**src/inc/pdt_regs.svh**
```systemverilog
`ifndef PDT_REGS_SVH
`define PDT_REGS_SVH

// register indices on the plain register port
`define PDT_ADDR_W        4
`define PDT_OFS_CONTROL   4'h0
`define PDT_OFS_PERIOD    4'h1
`define PDT_OFS_COUNT     4'h2
`define PDT_OFS_STATUS    4'h3
`define PDT_OFS_CLEAR     4'h4
`define PDT_OFS_ENABLE    4'h5
`define PDT_OFS_STATE     4'h6

// widths
`define PDT_DATA_W        16
`define PDT_CTL_W         7
`define PDT_DIV_W         4

// timer control fields
`define PDT_BIT_DISABLE   6
`define PDT_BIT_RELOAD    5
`define PDT_BIT_CNTEN     4
`define PDT_DIV_HI        3
`define PDT_DIV_LO        0

// interrupt bit position in status, clear and enable
`define PDT_BIT_TIMEIRQ   8

// reset values
`define PDT_RST_CONTROL   7'h00
`define PDT_RST_PERIOD    16'h0000
`define PDT_RST_COUNT     16'h0000
`define PDT_RST_DATA      16'h0000
`define PDT_COUNT_ONE     16'h0001

`endif

```
**src/inc/pdt_pkg.sv**
```systemverilog
package pdt_pkg;

  // timer activity, gray along off -> count -> hold; count -> done changes both bits
  typedef enum logic [1:0] {
    PDT_ST_OFF   = 2'h0,
    PDT_ST_COUNT = 2'h1,
    PDT_ST_HOLD  = 2'h3,
    PDT_ST_DONE  = 2'h2
  } pdt_state_t;

  // mask of the low bits that divide by two to the code plus one
  function automatic logic [15:0] pdt_div_mask(input logic [3:0] code);
    pdt_div_mask = 16'hFFFF >> (4'hF - code);
  endfunction

endpackage

```
**src/inc/pdt_tick_if.sv**
```systemverilog
interface pdt_tick_if;
  logic       run;
  logic [3:0] code;
  logic       tick;
  modport divider (input run, input code, output tick);
  modport timer (output run, output code, input tick);
endinterface

```
**src/rtl/pdt_prescaler.sv**
```systemverilog
module pdt_prescaler
  import pdt_pkg::*;
(
  // clock and reset
  input wire logic ref_clk,
  input wire logic sys_rst,
  // tick control and tick out
  pdt_tick_if.divider tk
);
`include "pdt_regs.svh"

  logic [15:0] divCnt;
  logic [15:0] divMask;

  assign divMask = pdt_div_mask(tk.code);
  // one cycle tick each time the low bits wrap, only while running
  assign tk.tick = tk.run && ((divCnt & divMask) == divMask);

  // divider counter frozen while the timer is disabled
  always_ff @(posedge ref_clk or posedge sys_rst) begin
    if (sys_rst) begin
      divCnt <= `PDT_RST_COUNT;
    end else if (tk.run) begin
      divCnt <= divCnt + `PDT_COUNT_ONE;
    end
  end

  // helper: running cycles since last tick and code change flag
  logic [16:0] gapCnt;
  logic        codeChg;
  logic [3:0]  codeSeen;
  always_ff @(posedge ref_clk or posedge sys_rst) begin
    if (sys_rst) begin
      gapCnt   <= 17'h00000;
      codeChg  <= 1'b0;
      codeSeen <= 4'h0;
    end else begin
      codeSeen <= tk.code;
      if (tk.tick) begin
        gapCnt  <= 17'h00000;
        codeChg <= 1'b0;
      end else begin
        if (tk.run) begin
          gapCnt <= gapCnt + 17'h00001;
        end
        if (tk.code != codeSeen) begin
          codeChg <= 1'b1;
        end
      end
    end
  end
endmodule // pdt_prescaler

```
**src/rtl/pdt_timer.sv**
```systemverilog
// What this block does
// - disable bit stops timer and prescaler, period and count kept
// - reload clear: counter halts at zero and stays there
// - reload set: counter reloads from period at zero, forever
// - count-enable clear: counter frozen, no decrement or reload
// - count-enable set: counter decrements at the prescaled tick rate
// - divider code n gives tick rate of clock over two to n plus one
// - writing one to status bit 8 clears the pending timer interrupt
// - timer interrupt passes only while its enable bit is one
module pdt_timer
  import pdt_pkg::*;
(
  // clock and reset
  input  wire logic        ref_clk,
  input  wire logic        sys_rst,
  // register port
  input  wire logic [3:0]  regAddr,
  input  wire logic [15:0] regWrData,
  input  wire logic        regWr,
  input  wire logic        regRd,
  output logic      [15:0] regRdData,
  // interrupt
  output logic             timerIrq
);
`include "pdt_regs.svh"

  logic [`PDT_CTL_W-1:0]  control_reg;
  logic [`PDT_DATA_W-1:0] period_reg;
  logic [`PDT_DATA_W-1:0] liveCount_reg;
  logic                   pending_reg;
  logic                   irqEnable_reg;
  pdt_state_t             state_reg;
  pdt_state_t             state_next;

  logic       ctlDisable;
  logic       ctlReload;
  logic       countEnable;
  logic [3:0] tickDivider;
  logic       ctlWr;
  logic       perWr;
  logic       clrWr;
  logic       enWr;
  logic       tickUse;
  logic       zeroEvent;
  logic       pendClear;

  pdt_tick_if tickBus ();

  // write decode
  assign ctlWr = regWr && (regAddr == `PDT_OFS_CONTROL);
  assign perWr = regWr && (regAddr == `PDT_OFS_PERIOD);
  assign clrWr = regWr && (regAddr == `PDT_OFS_CLEAR);
  assign enWr  = regWr && (regAddr == `PDT_OFS_ENABLE);

  // control fields
  assign ctlDisable  = control_reg[`PDT_BIT_DISABLE];
  assign ctlReload   = control_reg[`PDT_BIT_RELOAD];
  assign countEnable = control_reg[`PDT_BIT_CNTEN];
  assign tickDivider = control_reg[`PDT_DIV_HI:`PDT_DIV_LO];

  // prescaler runs only while the timer is enabled
  assign tickBus.run  = !ctlDisable;
  assign tickBus.code = tickDivider;

  pdt_prescaler u_prescaler (
    .ref_clk (ref_clk),
    .sys_rst (sys_rst),
    .tk      (tickBus)
  );

  // a tick seen by the counter: count-enable set and timer not disabled
  assign tickUse   = tickBus.tick && countEnable && !ctlDisable;
  // counter leaves one for zero on this tick
  assign zeroEvent = tickUse && !perWr && (liveCount_reg == `PDT_COUNT_ONE);

  // clear by status write one or by the clear register
  assign pendClear = (regWr && (regAddr == `PDT_OFS_STATUS) &&
                      regWrData[`PDT_BIT_TIMEIRQ]) ||
                     (clrWr && regWrData[`PDT_BIT_TIMEIRQ]);

  // control register, reserved upper bits not stored
  always_ff @(posedge ref_clk or posedge sys_rst) begin
    if (sys_rst) begin
      control_reg <= `PDT_RST_CONTROL;
    end else if (ctlWr) begin
      control_reg <= regWrData[`PDT_CTL_W-1:0];
    end
  end

  // period register, kept across disable
  always_ff @(posedge ref_clk or posedge sys_rst) begin
    if (sys_rst) begin
      period_reg <= `PDT_RST_PERIOD;
    end else if (perWr) begin
      period_reg <= regWrData;
    end
  end

  // live count: load on period write, else decrement or reload
  always_ff @(posedge ref_clk or posedge sys_rst) begin
    if (sys_rst) begin
      liveCount_reg <= `PDT_RST_COUNT;
    end else if (perWr) begin
      liveCount_reg <= regWrData;
    end else if (tickUse) begin
      if (liveCount_reg != `PDT_RST_COUNT) begin
        liveCount_reg <= liveCount_reg - `PDT_COUNT_ONE;
      end else if (ctlReload) begin
        liveCount_reg <= period_reg;
      end
      // reload clear: stays at zero until software writes period
    end
  end

  // pending flag, a set in the clearing cycle wins
  always_ff @(posedge ref_clk or posedge sys_rst) begin
    if (sys_rst) begin
      pending_reg <= 1'b0;
    end else begin
      pending_reg <= (pending_reg && !pendClear) || zeroEvent;
    end
  end

  // interrupt enable
  always_ff @(posedge ref_clk or posedge sys_rst) begin
    if (sys_rst) begin
      irqEnable_reg <= 1'b0;
    end else if (enWr) begin
      irqEnable_reg <= regWrData[`PDT_BIT_TIMEIRQ];
    end
  end

  // interrupt output straight from a flop
  always_ff @(posedge ref_clk or posedge sys_rst) begin
    if (sys_rst) begin
      timerIrq <= 1'b0;
    end else begin
      timerIrq <= pending_reg && irqEnable_reg;
    end
  end

  // activity state for software
  always_comb begin
    state_next = state_reg;
    unique case (state_reg)
      PDT_ST_OFF: begin
        if (!ctlDisable) begin
          state_next = countEnable ? PDT_ST_COUNT : PDT_ST_HOLD;
        end
      end
      PDT_ST_COUNT: begin
        if (ctlDisable) begin
          state_next = PDT_ST_OFF;
        end else if (!countEnable) begin
          state_next = PDT_ST_HOLD;
        end else if (liveCount_reg == `PDT_RST_COUNT && !ctlReload && !perWr) begin
          state_next = PDT_ST_DONE;
        end
      end
      PDT_ST_HOLD: begin
        if (ctlDisable) begin
          state_next = PDT_ST_OFF;
        end else if (countEnable) begin
          state_next = PDT_ST_COUNT;
        end
      end
      PDT_ST_DONE: begin
        if (ctlDisable) begin
          state_next = PDT_ST_OFF;
        end else if (perWr || ctlReload) begin
          state_next = PDT_ST_COUNT;
        end
      end
    endcase
  end

  always_ff @(posedge ref_clk or posedge sys_rst) begin
    if (sys_rst) begin
      state_reg <= PDT_ST_OFF;
    end else begin
      state_reg <= state_next;
    end
  end

  // read data in the cycle after the strobe, zero otherwise
  always_ff @(posedge ref_clk or posedge sys_rst) begin
    if (sys_rst) begin
      regRdData <= `PDT_RST_DATA;
    end else if (regRd) begin
      regRdData <= `PDT_RST_DATA;
      case (regAddr)
        `PDT_OFS_CONTROL: regRdData[`PDT_CTL_W-1:0] <= control_reg;
        `PDT_OFS_PERIOD:  regRdData <= period_reg;
        `PDT_OFS_COUNT:   regRdData <= liveCount_reg;
        `PDT_OFS_STATUS:  regRdData[`PDT_BIT_TIMEIRQ] <= pending_reg;
        `PDT_OFS_ENABLE:  regRdData[`PDT_BIT_TIMEIRQ] <= irqEnable_reg;
        `PDT_OFS_STATE:   regRdData[1:0] <= state_reg;
        default:          regRdData <= `PDT_RST_DATA;
      endcase
    end else begin
      regRdData <= `PDT_RST_DATA;
    end
  end
endmodule // pdt_timer

```
**config.mk**
```make
export PLATFORM = sky130hd
export DESIGN_NAME = pdt_timer
export DESIGN_NICKNAME = d
export VERILOG_FILES = /design/src/inc/pdt_pkg.sv /design/src/inc/pdt_tick_if.sv /design/src/rtl/pdt_prescaler.sv /design/src/rtl/pdt_timer.sv
export VERILOG_INCLUDE_DIRS = /design/src /design/src/inc
export SDC_FILE = /design/constraint.sdc
export NUM_CORES = 1
export LEC_CHECK = 0
export ABC_AREA = 1
export BUFFER_PORTS_ARGS = -buffer_cell sky130_fd_sc_hd__buf_4
export CAP_MARGIN = 10
export CELL_PAD_IN_SITES_DETAIL_PLACEMENT = 1
export CELL_PAD_IN_SITES_GLOBAL_PLACEMENT = 1
export CORE_UTILIZATION = 40
export CTS_BUF_LIST = sky130_fd_sc_hd__clkbuf_8
export DETAILED_ROUTE_END_ITERATION = 6
export PLACE_DENSITY = 0.74
export SETUP_SLACK_MARGIN = 0.5
export SLEW_MARGIN = 20
export SYNTH_ARGS = -nofsm -noshare
export SYNTH_HDL_FRONTEND = slang
export SYNTH_SLANG_ARGS = --single-unit
export TNS_END_PERCENT = 10
```
**constraint.sdc**
```tcl
create_clock -name ref_clk -period 2.1 [get_ports ref_clk]
set_clock_uncertainty 0.15 [all_clocks]
set_input_delay 0.105 -clock ref_clk [delete_from_list [all_inputs] [get_ports ref_clk]]
set_output_delay 0.105 -clock ref_clk [all_outputs]
set_load 0.02 [all_outputs]
```
======== After elaboration in Yosys (flattened, before gate mapping) ========
Index checks and enable logic that the tools add are counted.
storage, ports and cells
  memory bits (writable) .................. 0
  register bits ........................... 76
  memories ................................ 0
  bits in read-only memories .............. 0
  bits in latches ......................... 0
  word-level logic and storage cells ...... 80
cells by class
  muxes and demuxes ....................... 20
  shift-type cells ........................ 1
  bitwise operators ....................... 1
  add/subtract/negate cells ............... 3
  reductions and logical operators ........ 31
  $mul .................................... 0
  equality and inequality tests ........... 15
  order comparisons ....................... 0
  div/mod/pow operators ................... 0
operators by type and width
  kind                                                                    count
  16-bit two-way mux                                                      5
  2-bit two-way mux                                                       9
  16-bit by 1-bit adder with 16-bit output, second input constant         1
  16-bit AND                                                              1
  16-bit by 1-bit equality test with 1-bit output, second input constant  1
  16-bit equality test                                                    1
  1-bit logical AND                                                       16
  16-bit zero test                                                        1
  2-bit case mux with 4 select lines                                      2
  16-bit nonzero test                                                     1
  16-bit by 4-bit right shift with 16-bit output, first input constant    1
  16-bit by 1-bit subtractor with 16-bit output, second input constant    1
  5-bit case mux with 3 select lines                                      1
  7-bit case mux with 2 select lines                                      1
  4-bit by 3-bit equality test with 1-bit output, second input constant   3
  4-bit by 2-bit equality test with 1-bit output, second input constant   2
  3-bit inequality test, second input constant                            2
  2-bit equality test, second input constant                              2
  4-bit by 1-bit equality test with 1-bit output, second input constant   1
  1-bit zero test                                                         4
  4-bit zero test                                                         1
  4-bit inequality test, second input constant                            1
  1-bit case mux with 4 select lines                                      1
  4-bit AND reduction                                                     1
  other kinds (9)                                                         11

======== Logic depth before layout (Yosys ltp) ========
Gate-level depths: netlist of run 1.
  word-level depth ........................ 10
  depth in mapped cells ................... 13
  mapped depth without buffers ............ 12

======== Hierarchy ========
A second synthesis of run 1 with hierarchy kept.
second synthesis, totals
  cell total of the unflattened synthesis .. 608
  area, all modules ....................... 4,450.5 µm²
modules (own cells, without submodules)
  module         instances  area an instance (µm²)  cells an instance
  pdt_timer      1          3,390.8                 462
  pdt_prescaler  1          1,059.8                 146

======== Worst setup path after synthesis of run 1 ========
Ideal clock, no wire load.
  path type ............................... flip-flop to flip-flop
  start ................................... reg liveCount_reg[0]
  end ..................................... reg liveCount_reg[2]
  library setup time ...................... 0.118 ns
  path slack .............................. 0.324 ns
  period minus slack after synthesis ...... 1.776 ns
  stages on the path, launching flop included .. 12
  buffers on the path ..................... 2
  arrival ................................. 1.508 ns
  required time ........................... 1.832 ns
  path through ............................ dfrtp_1 inv_1 ha_1 nand2_2 nor2_4 buf_6 nand2_8 buf_6 o211ai_2 nand2_1 nand3_1 nand2_1
on the way
  longest elaborated chain between the ends .. 4
  elaborated cells between the ends (all ways) .. 7
  those cells by class .................... 1 x add/sub; 3 x mux; 3 x reduce/logical
RTL lines
  what                                                                                                   RTL line          source
  start, declared                                                                                        pdt_timer.sv:29   logic [`PDT_DATA_W-1:0] liveCount_reg;
  start signal, assigned                                                                                 pdt_timer.sv:102  liveCount_reg <= `PDT_RST_COUNT;
  start signal, assigned                                                                                 pdt_timer.sv:104  liveCount_reg <= regWrData;
  start signal, assigned                                                                                 pdt_timer.sv:107  liveCount_reg <= liveCount_reg - `PDT_COUNT_ONE;
  16-bit by 1-bit subtractor with 16-bit output (no source line) or 16-bit nonzero test (tied branches)  --
  16-bit two-way mux                                                                                     pdt_timer.sv:106  if (liveCount_reg != `PDT_RST_COUNT) begin
  16-bit two-way mux                                                                                     pdt_timer.sv:105  end else if (tickUse) begin
  16-bit two-way mux                                                                                     pdt_timer.sv:103  end else if (perWr) begin
Several ways; a longest one is shown, not always the timed one. The select of a mux whose other input is x is not followed.
A chain may end at the register's enable or synchronous reset.

======== Worst setup path after layout of run 1 ========
  start ................................... reg liveCount_reg[1]
  end ..................................... reg liveCount_reg[4]
The elaborated chain is that of the path after synthesis.

==> flow_metrics.env, run 1 <==
export IMPL_nets=708
export IMPL_grt_pass1_wl_um=24400
export IMPL_synthArstFlopShare_pct=100
export IMPL_ys_seq_area_share_pct=44.0
export IMPL_cts_sinks=76
export IMPL_synth_largest_type_area_fraction_pct=44.0
export IMPL_path_buf_inv=3
export IMPL_cp_slowest_cell="dfrtp_1"
export IMPL_leakagePower_uw=0.00292
export IMPL_grt_pass1_vias=4722
export IMPL_powerDensity_mw_per_mm2=1140
export IMPL_core_mm2=0.0104
export IMPL_fin_setup_tns_ns=0
export IMPL_fmax_mhz=529
export IMPL_avgViaCountPerCell=5.39
export IMPL_synthMostInstantiatedCell="nand2_1"
export IMPL_grt_use_met1_pct=32.5
export IMPL_dr_total_vias=4416
export IMPL_status="complete, no violations"
export IMPL_use_met3_pct=3.19
export IMPL_drtIter0Drc=242
export IMPL_yosys_top_cells_area="dfrtp_1 44%, nand2_1 17%, nand3_1 7.5%"
export IMPL_synth_area_mm2=0.00432
export IMPL_area_delta_synth_final_pct=33.3
export IMPL_critPathLaunchType="flop"
export IMPL_die_width_um=106
export IMPL_grt_max_degree=77
export IMPL_ir_drop_v=0.000444
export IMPL_rsz0062_at_grt="yes"
export IMPL_cp_max_fo=7
export IMPL_cp_cell_sequence="inv_2 > ha_4 > nand2_2 > nor2_4 > buf_12 > buf_4 > nand3_1 > nand3_1 > nand2_1 > nand3_2 > nand2_1"
export IMPL_rrSetupSlack_ns=0.21
export IMPL_root_buffer="clkbuf_8"
export IMPL_wl_per_cell_um=19.1
export IMPL_ys_types=36
export IMPL_yosys_top_cells_count="193 x nand2_1, 76 x dfrtp_1, 65 x nand3_1"
export IMPL_yosysWarnings=0
export IMPL_hold_violations=0
export IMPL_ant_nets=0
export IMPL_slew_violations=0
export IMPL_drt_wl_total_um=15700
export IMPL_crit_family="simple AND/OR/NAND/NOR gates"
export IMPL_synth_edff_count=0
export IMPL_cts_htree_levels=3
export IMPL_layout_cells_non_filler=820
export IMPL_clk_pin_slew_ns=0.09
export IMPL_syn_inst=575
export IMPL_ioPinCount=41
export IMPL_maxSlewHeadroom_pct=60.9
export IMPL_numPortBuffers=40
export IMPL_worstSetupPathType="reg -> reg"
export IMPL_grt_use_met2_pct=52.3
export IMPL_syn_nets=603
export IMPL_yosys_area_top_type="dfrtp_1"
export IMPL_grtUsageTotal_pct=28.5
export IMPL_hold_class="in -> reg"
export IMPL_antennaDiodeCount=0
export IMPL_cts_made_buffers=9
export IMPL_worstMarginPinSlew_ns=0.586
export IMPL_tritoncts="built"
export IMPL_drv_cap=0
export IMPL_die_h_um=106
export IMPL_ys_seq_elements=76
export IMPL_cts_buffer_depth=2
export IMPL_initial_utilization_pct=41.5
export IMPL_cpPeakStageDelay_ns=0.41
export IMPL_final_min_clock_period_ns=1.89
export IMPL_syn_area_per_cell_um2=7.51
export IMPL_top_usage_layer="met2"
export IMPL_dp_hpwl_um=9860
export IMPL_grt_overflow_total=0
export IMPL_fin_crit_sh_pct=90.0
export IMPL_ys_flop_type="dfrtp_1"
export IMPL_end_kind="flop"
export IMPL_placed_cells=755
export IMPL_dieArea_mm2=0.0112
export IMPL_clk_latency_ns=0.37
export IMPL_gp_congestion=0.830
export IMPL_drc=0
export IMPL_setup_viol=0
export IMPL_antenna_found_initial=0
export IMPL_fp_row_count=37
export IMPL_finish_utilization_pct=55.3
export IMPL_crit_required_ns=2.21
export IMPL_arrival_ns=2.00
export IMPL_drive_gt1_share_pct=27.5
export IMPL_dr_pass1_iters=4
==> cells by family after synthesis <==
logic type	share of synthesized area [%]
AO/OA/AOI/OAI	7.85
XOR/XNOR	3.24
adder cells (fa/ha/maj)	1.16
buffers and inverters	7.96
flip-flops	44.0
multiplexers	1.04
AND/OR/NAND/NOR	34.7
==> cells in the final DEF (no fill, tap or decap), types with 6 or more instances in the layout <==
cell           instances
dfrtp_2               12
dlygate4sd3_1         19
inv_1                 58
o21ai_0               23
nor2_2                11
inv_2                  6
nand2_2               12
nand2_1              185
a21oi_1               14
nand3_1               55
nand3_2               11
xor2_1                13
nor2_4                11
buf_4                 79
clkbuf_8              13
dfrtp_1               64
nor2_1                32
nor3_1                 8
==> path summary, 6_finish.rpt <==
check | startpoint | cells after the start | to
max | liveCount_reg[1] | 11 | liveCount_reg[4]
min | regWr | 3 | irqEnable_reg
max reg2reg | liveCount_reg[1] | 11 | liveCount_reg[4]
min reg2reg | irqEnable_reg | 2 | timerIrq
max in group asynchronous | sys_rst | 4 | control_reg[3]
min in group asynchronous | sys_rst | 4 | period_reg[10]
==> power breakdown <==
| group | leakage [uW] | switching [uW] | total (uW) | internal [uW] |
|---|---|---|---|---|
| Sequential | 0.000970 | 377 | 2160 | 1780 |
| Clock | 0.000103 | 563 | 1110 | 547 |
| Combinational | 0.00185 | 1980 | 3270 | 1300 |
| Total | 0.00292 | 2920 | 6540 | 3630 |
==> layout make-up <==
class | instances | area [um2]
flip-flops and latches | 76 | 1920
repair buffers | 105 | 908
clock inverters | 2 | 8.76
clock buffers | 13 | 179
fillers | 1311 | 4660
multi-input cells | 421 | 2310
inverters | 67 | 263
well taps | 136 | 170
==> worst reg2reg max path, delay by kind of cell, from the launching register on <==
family | cells | cell delay, ns
buffers and inverters | 3 | 0.41
flip-flops | 1 | 0.41
adder cells (fa/ha/maj) | 1 | 0.16
AND/OR/NAND/NOR | 7 | 0.64
==> layer usage <==
metal | part of all wire [%] | wire, um
met5 | 0 | 0
met4 | 4.6 | 720
met3 | 3.3 | 524
met2 | 53 | 8370
met1 | 39 | 6080
==> repair_timing <==
item,CTS,global route
pin swaps,11,27
gates cloned,2,2
setup buffers,22,5
endpoints found under the hold margin,120,0
gates resized for setup,48,27
hold buffers,19,0
setup endpoints to repair,27,26
==> through the flow <==
stage / total power, uW / hold WS (ns) / area (um2) / setup slack (ns)
2_1_floorplan: 3760 / 0.0589 / 4320 / 0.324
3_3_place_gp: 4380 / 0.109 / 4860 / 0.196
3_5_place_dp: 4470 / 0.120 / 4860 / 0.0838
4_1_cts: 6140 / 0.00994 / 5590 / 0.312
5_1_grt: 6950 / 0.0318 / 5760 / 0.138
6_report: 6540 / 0.00821 / 5760 / 0.209
Power figures use the tool's default switching activity.
==> inputs of run 2 (changes only) <==
--- a/config.mk
+++ b/config.mk
@@ -11,6 +11,7 @@
 export CAP_MARGIN = 10
 export CELL_PAD_IN_SITES_DETAIL_PLACEMENT = 1
 export CELL_PAD_IN_SITES_GLOBAL_PLACEMENT = 1
+export CORE_ASPECT_RATIO = 1.25
 export CORE_UTILIZATION = 40
 export CTS_BUF_LIST = sky130_fd_sc_hd__clkbuf_8
 export DETAILED_ROUTE_END_ITERATION = 6
==> run 2 against run 1 <==
  * Critical endpoint is now liveCount_reg[2]
  * Maximum frequency rose by 3.3%
  * Hold slack improved by 0.00066 ns
  * Count of clock-buffer cells in the layout fell by 2
  * Cell count fell by 0.49%
  * Via count fell by 0.82%
  * Core utilization fell by 1.1 points
  * Clock power fell by 6%
  * Combinational power fell by 4%
  * Sequential cell count did not move
  * Total power fell by 3.9%
  * Sequential power barely moved
  * Cell area fell by 0.65%
  * Largest cell class unchanged
==> flow_metrics.env, run 2 (synthesis gave the netlist of run 1 again) <==
export IMPL_crit_path_start="liveCount_reg[5]"
export IMPL_die_width_um=95.0
export IMPL_drtIter0Drc=111
export IMPL_r2r_end="liveCount_reg[2]"
export IMPL_drt_wl_total_um=15000
export IMPL_rsz0062_at_grt="yes"
export IMPL_worstSetupPathType="reg -> reg"
export IMPL_antennaDiodeCount=0
export IMPL_critPathLaunchType="flop"
export IMPL_initial_utilization_pct=40.9
export IMPL_final_common_cell="nand2_1"
export IMPL_arrival_ns=1.95
export IMPL_ir_drop_v=0.000526
export IMPL_fp_row_count=42
export IMPL_core_mm2=0.0106
export IMPL_maxSlewHeadroom_pct=61.7
export IMPL_nets=708
export IMPL_grt_overflow_total=0
export IMPL_slew_violations=0
export IMPL_cts_sinks=76
export IMPL_crit_required_ns=2.22
export IMPL_grt_max_degree=37
export IMPL_fin_crit_sh_pct=87.2
export IMPL_drive_gt1_share_pct=26.6
export IMPL_hold_class="in -> reg"
export IMPL_avgViaCountPerCell=5.37
export IMPL_ioPinCount=41
export IMPL_die_h_um=118
export IMPL_area_delta_synth_final_pct=32.4
export IMPL_dieArea_mm2=0.0112
export IMPL_rrSetupSlack_ns=0.27
export IMPL_worstMarginPinSlew_ns=0.573
export IMPL_root_buffer="clkbuf_8"
export IMPL_reg2reg_from="liveCount_reg[5]"
export IMPL_tritoncts="built"
export IMPL_dp_hpwl_um=10300
export IMPL_fin_area_mm2=0.00572
export IMPL_gp_congestion=0.891
export IMPL_ant_nets=0
export IMPL_layout_cells_non_filler=816
export IMPL_cts_htree_levels=3
export IMPL_clk_pin_slew_ns=0.08
export IMPL_dr_pass1_iters=4
export IMPL_place_area_mm2=0.00491
export IMPL_hold_violations=0
export IMPL_end_kind="flop"
export IMPL_fin_setup_tns_ns=0
export IMPL_powerDensity_mw_per_mm2=1100
export IMPL_status="complete, no violations"
export IMPL_cts_buffer_depth=2
export IMPL_final_min_clock_period_ns=1.83
export IMPL_grtUsageTotal_pct=28.2
export IMPL_cp_max_fo=9
export IMPL_crit_end="liveCount_reg[2]"
export IMPL_reg2regPathDepth=9
export IMPL_fmax_mhz=546
export IMPL_placed_cells=760
export IMPL_wl_per_cell_um=18.4
export IMPL_dr_total_vias=4380
export IMPL_antenna_found_initial=0
export IMPL_grt_pass1_vias=4813
export IMPL_setup_viol=0
export IMPL_drc=0
export IMPL_cts_made_buffers=9
export IMPL_numPortBuffers=40
export IMPL_final_cell_mix="184 x nand2_1, 80 x buf_4, 69 x dfrtp_1"
export IMPL_drv_cap=0
export IMPL_clk_latency_ns=0.37
export IMPL_grt_pass1_wl_um=23700
export IMPL_leakagePower_uw=0.00291
[run 2: cell types whose count changed in the layout (fill, tap and decap cells not counted), moves of 2 or more]
cell,change
inv_1,+2
dfrtp_2,-5
inv_4,-2
clkbuf_8,-2
dfrtp_1,+5
[run 2: stage by stage]
step	hold slack [ns]	total power (uW)	util [%]	worst slack, ns
3_3_place_gp	0.0365	4540	46.5	0.166
4_1_cts	0.00476	6040	52.7	0.315
2_1_floorplan	0.0589	3760	-	0.324
5_1_grt	0.0409	6680	54.2	0.199
3_5_place_dp	0.0519	4640	46.5	0.108
6_report	0.00887	6290	54.2	0.270
[run 2: routing by layer]
layer / track usage (%) / wire length, um
met1: 29.6 / 5660
met2: 51.8 / 8240
met3: 3.80 / 441
met4: 16.6 / 634
met5: 0 / 0
[run 2: worst min path at each step]
stage               start                 to  cells past startpoint  slack (ns)
2_1_floorplan       regRd       regRdData[3]                      2        0.06
3_3_place_gp      sys_rst  liveCount_reg[12]                      2        0.04
3_5_place_dp      sys_rst     period_reg[12]                      2        0.05
4_1_cts        regAddr[3]       regRdData[8]                      4       0.005
5_1_grt        regAddr[3]       regRdData[8]                      4        0.04
6_report       regAddr[3]       regRdData[8]                      4       0.009
[run 2: layout make-up]
| type | count | area (um2) |
|---|---|---|
| multi-input combinational | 420 | 2310 |
| clock inverter | 4 | 18.8 |
| clock buffer | 11 | 151 |
| timing repair buffer | 106 | 902 |
| sequential | 76 | 1910 |
| fill | 1322 | 4840 |
| tap | 132 | 165 |
| inverter | 67 | 263 |
[run 2: critical path, cell delays in order, from the launching register on]
cell and delay (ns):
dfrtp_2 0.46, nor2_4 0.17, nand2_4 0.10, nor2_4 0.16, buf_8 0.16, nand2_4 0.12, o211ai_2 0.16, nand2_1 0.10
nand3_2 0.08, nand2_1 0.05
[run 2: timing repair]
item                                   4_1_cts  5_1_grt
gates cloned                                 1        1
endpoints found under the hold margin       66        0
setup endpoints to repair                   26       27
buffers inserted                            15        4
pin swaps                                   17       20
hold buffers                                20        0
resized for setup                           45       30
[run 2: report_power, final]
group / internal (uW) / switching (uW)
clock network: 475 / 560
registers: 1780 / 351
logic: 1230 / 1900
total: 3480 / 2810
